--- config.mk ---
export PLATFORM = sky130hd
export DESIGN_NAME = fspc_ctrl
export DESIGN_NICKNAME = d
export VERILOG_FILES = /design/src/fspc_pkg.sv /design/src/fspc_timer_if.sv /design/src/fspc_ctrl.sv /design/src/fspc_rc_timer.sv
export SDC_FILE = /design/constraint.sdc
export NUM_CORES = 1
export LEC_CHECK = 0
export BUFFER_PORTS_ARGS = -buffer_cell sky130_fd_sc_hd__buf_4
export CAP_MARGIN = 0
export CORE_MARGIN = 3
export CORE_UTILIZATION = 48
export DETAILED_ROUTE_END_ITERATION = 10
export MAX_ROUTING_LAYER = met4
export PLACE_DENSITY_LB_ADDON = 0.3
export SLEW_MARGIN = 20
export SYNTH_ARGS = -nofsm -noshare
export SYNTH_HDL_FRONTEND = slang
export SYNTH_HIERARCHICAL = 1
export SYNTH_SLANG_ARGS = --single-unit
--- constraint.sdc ---
create_clock -name core_clk -period 3.45 [get_ports core_clk]
set_input_delay 0.1725 -clock core_clk [delete_from_list [all_inputs] [get_ports core_clk]]
set_output_delay 0.1725 -clock core_clk [all_outputs]
set_load 0.02 [all_outputs]
--- src/fspc_pkg.sv ---
package fspc_pkg;
  // special function register offsets inside the processor's register window
  localparam logic [3:0] FSPC_OFS_CONTROL = 4'h0;
  localparam logic [3:0] FSPC_OFS_KEY = 4'h1;
  localparam int FSPC_REG_W = 16;
  // control register fields
  localparam int FSPC_START_BIT = 15;
  localparam int FSPC_ALLOW_BIT = 14;
  localparam int FSPC_FAULT_BIT = 13;
  localparam int FSPC_ERASE_BIT = 6;
  localparam int FSPC_OP_LSB = 0;
  localparam int FSPC_OP_W = 4;
  localparam logic [15:0] FSPC_CONTROL_RESET = 16'h0000;
  localparam logic [15:0] FSPC_CONTROL_WMASK = 16'h404F;
  localparam logic [7:0] FSPC_KEY_FIRST = 8'h55;
  localparam logic [7:0] FSPC_KEY_SECOND = 8'hAA;
  // operation codes
  localparam logic [3:0] FSPC_OP_BULK = 4'hF;
  localparam logic [3:0] FSPC_OP_SEGMENT = 4'hD;
  localparam logic [3:0] FSPC_OP_WORD = 4'h3;
  localparam logic [3:0] FSPC_OP_PAGE = 4'h2;
  localparam logic [3:0] FSPC_OP_ROW = 4'h1;
  localparam logic [3:0] FSPC_OP_CONFIG = 4'h0;
  // geometry
  localparam int FSPC_ROW_WORDS = 64;
  localparam int FSPC_PAGE_BYTES = 1536;
  localparam int FSPC_ROW_BYTES = 192;
  localparam int FSPC_ADDR_W = 24;
  // timing: operation lengths in internal oscillator cycles
  localparam real FSPC_RC_MHZ = 7.37;
  localparam real FSPC_CLK_MHZ = 200.0;
  localparam int FSPC_RC_CYCLES_ROW = 11064;
  // one rc tick every N core cycles, rounded down
  localparam int FSPC_RC_DIV = int'(FSPC_CLK_MHZ / FSPC_RC_MHZ - 0.5);
  typedef enum logic [3:0] {
    FSPC_KIND_NONE = 4'h1,
    FSPC_KIND_ERASE = 4'h2,
    FSPC_KIND_PROG = 4'h4,
    FSPC_KIND_CFG = 4'h8
  } fspc_kind_t;
endpackage

--- src/fspc_timer_if.sv ---
`timescale 1ns/1ps
interface fspc_timer_if;
  logic start;
  logic [15:0] cycles;
  logic busy;
  logic done;
  modport ctrl (output start, output cycles, input busy, input done);
  modport tmr (input start, input cycles, output busy, output done);
endinterface

--- src/fspc_ctrl.sv ---
`timescale 1ns/1ps
// Functional notes
// - processor stalls from start until the operation finishes.
// - operation length is a count of internal oscillator cycles.
// - start bit 15 launches the operation; hardware clears it at end.
// - erase-select bit 6 chooses erase or program decoding.
// - erase codes: F bulk, D segment, 2 page, 0 config byte.
// - program codes: 3 word, 1 row, 0 config byte; others decode to no kind but still launch and stall.
// - no operation proceeds without the key sequence just before.
// - key register is write-only, reads return zero.
// - pages and rows are aligned at 1536 and 192 byte boundaries; flash_addr is passed on unaligned.
// - 64 holding buffers; table writes update these buffers, load the target address and cancel a pending key sequence.
// - target address is page pointer bits 7:0 with working address.
module fspc_ctrl #(
  parameter int ROW_WORDS = fspc_pkg::FSPC_ROW_WORDS,
  parameter int RC_CYCLES = fspc_pkg::FSPC_RC_CYCLES_ROW
) (
  input wire logic core_clk,
  input wire logic arst_n,
  input wire logic reg_wr,
  input wire logic reg_rd,
  input wire logic [3:0] reg_addr,
  input wire logic [15:0] reg_wdata,
  output logic [15:0] reg_rdata,
  input wire logic tbl_wr_low,
  input wire logic tbl_wr_high,
  input wire logic [7:0] table_page_pointer,
  input wire logic [15:0] tbl_ea,
  input wire logic [15:0] tbl_wdata,
  output logic cpu_stall,
  output logic flash_go,
  output logic [3:0] flash_kind,
  output logic [3:0] flash_op,
  output logic [23:0] flash_addr,
  input wire logic [5:0] buf_idx,
  output logic [23:0] buf_word
);
  typedef enum logic [2:0] {
    FSPC_ST_IDLE = 3'b001,
    FSPC_ST_KEY1 = 3'b010,
    FSPC_ST_ARMED = 3'b100
  } fspc_key_t;

  fspc_key_t key_q, key_d;
  logic [15:0] ctl_q, ctl_d;
  logic [23:0] addr_q, addr_d;
  logic go_q, go_d;
  logic [23:0] hold_q [ROW_WORDS];
  logic wr_ctl, wr_key, set_start;
  logic [3:0] op;
  fspc_pkg::fspc_kind_t kind;
  fspc_timer_if tif();

  // map the erase flag and code to an operation kind
  function automatic fspc_pkg::fspc_kind_t decode(input logic erase,
                                                  input logic [3:0] code);
    fspc_pkg::fspc_kind_t k;
    k = fspc_pkg::FSPC_KIND_NONE;
    if (erase) begin
      case (code)
        fspc_pkg::FSPC_OP_BULK, fspc_pkg::FSPC_OP_SEGMENT,
        fspc_pkg::FSPC_OP_PAGE: k = fspc_pkg::FSPC_KIND_ERASE;
        fspc_pkg::FSPC_OP_CONFIG: k = fspc_pkg::FSPC_KIND_CFG;
        default: k = fspc_pkg::FSPC_KIND_NONE;
      endcase
    end else begin
      case (code)
        fspc_pkg::FSPC_OP_WORD,
        fspc_pkg::FSPC_OP_ROW: k = fspc_pkg::FSPC_KIND_PROG;
        fspc_pkg::FSPC_OP_CONFIG: k = fspc_pkg::FSPC_KIND_CFG;
        default: k = fspc_pkg::FSPC_KIND_NONE;
      endcase
    end
    return k;
  endfunction

  assign wr_ctl = reg_wr && reg_addr == fspc_pkg::FSPC_OFS_CONTROL;
  assign wr_key = reg_wr && reg_addr == fspc_pkg::FSPC_OFS_KEY;
  assign set_start = wr_ctl && reg_wdata[fspc_pkg::FSPC_START_BIT]
                     && !ctl_q[fspc_pkg::FSPC_START_BIT];
  assign op = ctl_q[fspc_pkg::FSPC_OP_LSB +: fspc_pkg::FSPC_OP_W];
  assign kind = decode(ctl_q[fspc_pkg::FSPC_ERASE_BIT], op);

  always_comb begin
    key_d = key_q;
    ctl_d = ctl_q;
    addr_d = addr_q;
    go_d = 1'b0;
    case (key_q)
      FSPC_ST_IDLE: if (wr_key && reg_wdata[7:0] == fspc_pkg::FSPC_KEY_FIRST)
        key_d = FSPC_ST_KEY1;
      FSPC_ST_KEY1: begin
        if (wr_key && reg_wdata[7:0] == fspc_pkg::FSPC_KEY_SECOND)
          key_d = FSPC_ST_ARMED;
        else if (reg_wr || tbl_wr_low || tbl_wr_high)
          key_d = FSPC_ST_IDLE;
      end
      FSPC_ST_ARMED: if (reg_wr || tbl_wr_low || tbl_wr_high)
        key_d = FSPC_ST_IDLE;
      default: key_d = FSPC_ST_IDLE;
    endcase
    if (wr_ctl && !ctl_q[fspc_pkg::FSPC_START_BIT]) begin
      // start is set-only; fault is hardware-owned
      ctl_d = (reg_wdata & fspc_pkg::FSPC_CONTROL_WMASK)
              | (ctl_q & ~fspc_pkg::FSPC_CONTROL_WMASK);
    end
    if (set_start) begin
      if (key_q == FSPC_ST_ARMED && reg_wdata[fspc_pkg::FSPC_ALLOW_BIT])
      begin
        ctl_d[fspc_pkg::FSPC_START_BIT] = 1'b1;
        go_d = 1'b1;
      end else begin
        ctl_d[fspc_pkg::FSPC_FAULT_BIT] = 1'b1;
      end
    end
    if (tif.done) begin
      ctl_d[fspc_pkg::FSPC_START_BIT] = 1'b0;
      ctl_d[fspc_pkg::FSPC_FAULT_BIT] = 1'b0;
    end
    if (tbl_wr_low || tbl_wr_high)
      addr_d = {table_page_pointer, tbl_ea};
  end

  always_ff @(posedge core_clk or negedge arst_n) begin
    if (!arst_n) begin
      key_q <= FSPC_ST_IDLE;
      ctl_q <= fspc_pkg::FSPC_CONTROL_RESET;
      addr_q <= 24'h000000;
      go_q <= 1'b0;
    end else begin
      key_q <= key_d;
      ctl_q <= ctl_d;
      addr_q <= addr_d;
      go_q <= go_d;
    end
  end

  // holding buffers: table writes fill these and also load the target address, never the array
  always_ff @(posedge core_clk) begin
    if (tbl_wr_low)
      hold_q[tbl_ea[6:1]][15:0] <= tbl_wdata;
    if (tbl_wr_high)
      hold_q[tbl_ea[6:1]][23:16] <= tbl_wdata[7:0];
  end

  always_ff @(posedge core_clk or negedge arst_n) begin
    if (!arst_n)
      buf_word <= 24'h000000;
    else
      buf_word <= hold_q[buf_idx];
  end

  assign tif.start = go_q;
  assign tif.cycles = 16'(RC_CYCLES);

  fspc_rc_timer u_timer (
    .core_clk(core_clk),
    .arst_n(arst_n),
    .tif(tif)
  );

  // key register reads as zero
  assign reg_rdata = (reg_rd && reg_addr == fspc_pkg::FSPC_OFS_CONTROL)
                     ? ctl_q : 16'h0000;
  assign cpu_stall = ctl_q[fspc_pkg::FSPC_START_BIT];
  assign flash_go = go_q;
  assign flash_kind = kind;
  assign flash_op = op;
  // full table address passed unaligned for every op; row and page alignment left to the array
  assign flash_addr = addr_q;

  stall_while_busy_a: assert property (@(posedge core_clk) disable iff
    (!arst_n) tif.busy |-> cpu_stall) else $error("busy without stall");
  start_launch_a: assert property (@(posedge core_clk) disable iff (!arst_n)
    go_q |-> ##1 tif.busy) else $error("start did not launch timer");
  clear_on_done_a: assert property (@(posedge core_clk) disable iff (!arst_n)
    tif.done |=> !cpu_stall) else $error("start not cleared at end");
  allow_needed_a: assert property (@(posedge core_clk) disable iff (!arst_n)
    go_q |-> ctl_q[fspc_pkg::FSPC_ALLOW_BIT])
    else $error("ran without write enable");
  key_needed_a: assert property (@(posedge core_clk) disable iff (!arst_n)
    go_q |-> $past(key_q) == FSPC_ST_ARMED)
    else $error("ran without unlock");
  fault_on_bad_a: assert property (@(posedge core_clk) disable iff (!arst_n)
    set_start && key_q != FSPC_ST_ARMED |=> ctl_q[fspc_pkg::FSPC_FAULT_BIT])
    else $error("fault not flagged");
  no_sw_clear_a: assert property (@(posedge core_clk) disable iff (!arst_n)
    cpu_stall && !tif.done |=> cpu_stall)
    else $error("start cleared early");
  key_reads_zero_a: assert property (@(posedge core_clk) disable iff (!arst_n)
    reg_addr == fspc_pkg::FSPC_OFS_KEY |-> reg_rdata == 16'h0000)
    else $error("key readable");
  cover_row_prog: cover property (@(posedge core_clk)
    go_q && kind == fspc_pkg::FSPC_KIND_PROG);
  cover_erase: cover property (@(posedge core_clk)
    go_q && kind == fspc_pkg::FSPC_KIND_ERASE);
  cover_fault: cover property (@(posedge core_clk)
    $rose(ctl_q[fspc_pkg::FSPC_FAULT_BIT]));
endmodule // fspc_ctrl

--- src/fspc_rc_timer.sv ---
`timescale 1ns/1ps
module fspc_rc_timer #(
  parameter int DIV = fspc_pkg::FSPC_RC_DIV
) (
  input wire logic core_clk,
  input wire logic arst_n,
  fspc_timer_if.tmr tif
);
  logic [7:0] div_q, div_d;
  logic [15:0] cnt_q, cnt_d;
  logic busy_q, busy_d;
  logic done_q, done_d;
  logic tick;

  // the rc tick is a one-cycle enable, counted only while busy
  assign tick = busy_q && (div_q == 8'(DIV - 1));

  always_comb begin
    div_d = div_q;
    cnt_d = cnt_q;
    busy_d = busy_q;
    done_d = 1'b0;
    if (tif.start && !busy_q) begin
      busy_d = 1'b1;
      div_d = 8'h00;
      cnt_d = tif.cycles;
    end else if (busy_q) begin
      div_d = tick ? 8'h00 : div_q + 8'h01;
      if (tick) begin
        cnt_d = cnt_q - 16'h0001;
        if (cnt_q <= 16'h0001) begin
          busy_d = 1'b0;
          done_d = 1'b1;
        end
      end
    end
  end

  always_ff @(posedge core_clk or negedge arst_n) begin
    if (!arst_n) begin
      div_q <= 8'h00;
      cnt_q <= 16'h0000;
      busy_q <= 1'b0;
      done_q <= 1'b0;
    end else begin
      div_q <= div_d;
      cnt_q <= cnt_d;
      busy_q <= busy_d;
      done_q <= done_d;
    end
  end

  assign tif.busy = busy_q;
  assign tif.done = done_q;

  busy_ends_done_a: assert property (@(posedge core_clk) disable iff (!arst_n)
    $fell(busy_q) |-> done_q) else $error("timer ended without done");
endmodule // fspc_rc_timer

==> flow_summary.json <==
{
  "syn2layout_area_growth_pct": 15.51,
  "hp-class": "in -> reg",
  "clockBufferDepth": 3,
  "die_x_um": 369.4,
  "clock-sinks": 1622,
  "core_um2": 130300,
  "worstSkewPairLatency_ns": 0.78,
  "cp.arrival_ns": 2.93,
  "synth_edf_count": 1536,
  "dpl.hpwl_mm": 91.70,
  "tightest_slew_ns": 1.169,
  "hold_viol": 0,
  "slowest_delay_ns": 0.86,
  "yosysWarningCount": 6,
  "max-vdd-ir-drop_uv": 419.3,
  "synth_ff_type": "edfxtp_1",
  "cts_root_buf": "clkbuf_16",
  "seq_area_frac_synth_pct": 76.16,
  "synth_top_area_share_pct": 72.76,
  "cts_tree": "built",
  "leakagePower_uw": 0.02417,
  "cp.required_ns": 3.91,
  "vias": 32480,
  "power.density_nw_per_um2": 569.1,
  "grt_pass1_wl_mm": 221.9,
  "cts_buffers": 163,
  "synth_top_area_cell": "edfxtp_1",
  "wirelength_mm": 152.0,
  "async_flop_share_pct": 5.302,
  "syn_area_per_cell_um2": 20.14,
  "gp_congestion": 0.8227,
  "critical_path.top_delay_family": "simple AND/OR/NAND/NOR gates",
  "final_max_slew_viol_count": 0,
  "htreeDepth": 4,
  "first_iter_violations": 3737,
  "worst-path-buf-inv": 3,
  "synth_cells": 3148,
  "cts_setup_buffers": 0,
  "antenna_found_initial": 5,
  "start_util_pct": 48.65,
  "cp_max_fo": 12,
  "status": "finished, violations left",
  "clk_pin_slew_ns": 0.06,
  "avgViaCountPerCell": 5.990,
  "final_common_cell": "edfxtp_1",
  "drv_cap": 0,
  "grt_max_degree": 102,
  "ys_types": 68,
  "fp-row-count": 132,
  "min_period_over_period_pct": 71.77,
  "cpMaxStageDelayCell": "nor2_1",
  "die_area_um2": 136500,
  "track_usage_pct": 23.05,
  "synth-seq-cells": 1622,
  "finalNetCount": 3618,
  "critical_path_class": "in -> reg",
  "final.min_clock_period_ns": 2.476,
  "worst_setup_path_start_kind": "input port",
  "max_slew_margin_pct": 21.85,
  "synth_area_leaders": "edfxtp_1 (73%), mux4_2 (10%), dfrtp_1 (3.4%)",
  "post-route-drc-count": 0,
  "overflow": 0,
  "drt-pass1-iter-count": 6,
  "port-buffer-count": 131,
  "cp_cell_sequence": "dlygate4sd3_1 -> buf_4 -> nor2_1 -> nand2_1 -> nor2_1 -> buf_4",
  "ctsHoldBuffers": 68,
  "setup_tns_ns": 0,
  "grt_setup_unrepaired": "no",
  "holdWs_ns": 0.04494,
  "ant_nets": 1,
  "drive_gt1_share_pct": 27.32,
  "io_pins": 146,
  "dieHeight_um": 369.4,
  "layout_common_cells": "edfxtp_1 (1536), buf_4 (311), mux4_2 (287)",
  "syn_area_um2": 63390,
  "wl_per_cell_um": 28.04,
  "max_freq_mhz": 403.9,
  "violations": "antenna violations",
  "cts_resized": 0,
  "grt_pass1_vias": 32320,
  "endpoint_kind": "flip-flop",
  "setup_viol": 0,
  "skew_ns": 0.02883
}
==> worst paths after layout <==
check	from	slack, ns	end	cells past startpoint
worst min-delay path	tbl_wdata[10]	0.04	hold_q[51][10]	1
max in group asynchronous	arst_n	2.62	buf_word[14]	3
min in group asynchronous	arst_n	0.05	u_timer/tif.busy	2
worst max-delay path	tbl_ea[1]	0.97	hold_q[44][14]	6
worst min register to register	u_timer/tif.done	0.46	ctl_q[15]	1
worst max register to register	u_timer/cnt_q[4]	1.13	u_timer/tif.busy	4
==> per-layer routing <==
metal | global-route usage, % | wire (um)
met1 | 32.17 | 62760
met2 | 35.54 | 73050
met3 | 3.995 | 12700
met4 | 6.222 | 3524
met5 | - | 0
==> worst reg2reg max path: stages (launching register included) <==
cell and delay, ns:
dfrtp_1 0.43, or4_4 0.55, or4_4 0.52, nor4_1 0.60, nor2_1 0.09
==> report_power, final <==
group	total, uW	internal [uW]	switching [uW]
Clock	17400	10100	7300
Sequential	21900	21800	114
Combinational	2440	923	1510
Total	41700	32700	8920
==> logic make-up after synthesis <==
family	after synthesis	synth area share, %
other	2	0.01185
buffers and inverters	198	1.932
AOI/OAI and AO/OA	314	3.681
and+or+nand+nor	422	3.063
xor gates and xnor gates	9	0.1243
adders and majority gates	4	0.07896
DFF	1622	76.16
muxes	577	14.95
==> final cells by class <==
class                      count  area (um2)
multi-input combinational   1350       14070
sequential                  1622       48280
inverter                       6       23.77
clock inverter                67       638.1
antenna                        5       12.51
timing repair buffer         399        3373
tap                         1742        2180
clock buffer                 231        4641
fill                        9594       57090
==> registers in the layout, indices dropped and copies added, names as in the netlist <==
register	cells
buf_word	24
ctl_q	8
flash_addr	24
flash_go	1
hold_q	1536
key_q	3
u_timer/cnt_q	16
u_timer/div_q	8
u_timer/tif.busy	1
u_timer/tif.done	1
==> per-stage QoR <==
step	utilization, %	worst slack (ns)	area (um2)	std cells	power (uW)
final	56.19	0.9740	73220	5422	41670
after floorplan	-	1.138	63470	3170	23520
after detailed placement	51.59	0.6605	67230	5050	24650
after CTS	56.17	1.109	73190	5416	41970
after global routing	56.18	0.8668	73210	5417	42910
after global placement	51.59	0.6902	67230	5050	24610
==> cells in the mapped netlist, types with 19 or more instances <==
| cell | instances |
|---|---|
| edfxtp_1 | 1536 |
| mux4_2 | 287 |
| mux2i_1 | 203 |
| nor2_1 | 166 |
| nand2_1 | 134 |
| mux2_2 | 87 |
| dfrtp_1 | 85 |
| clkbuf_1 | 69 |
| a22oi_1 | 56 |
| o21ai_0 | 51 |
| buf_2 | 44 |
| buf_4 | 43 |
| a21oi_1 | 34 |
| a221oi_1 | 33 |
| nand3_1 | 27 |
| a311oi_1 | 25 |
| buf_6 | 23 |
| o21ai_1 | 23 |
| a31oi_1 | 19 |
No activity file was read; power rests on OpenSTA's default activity.
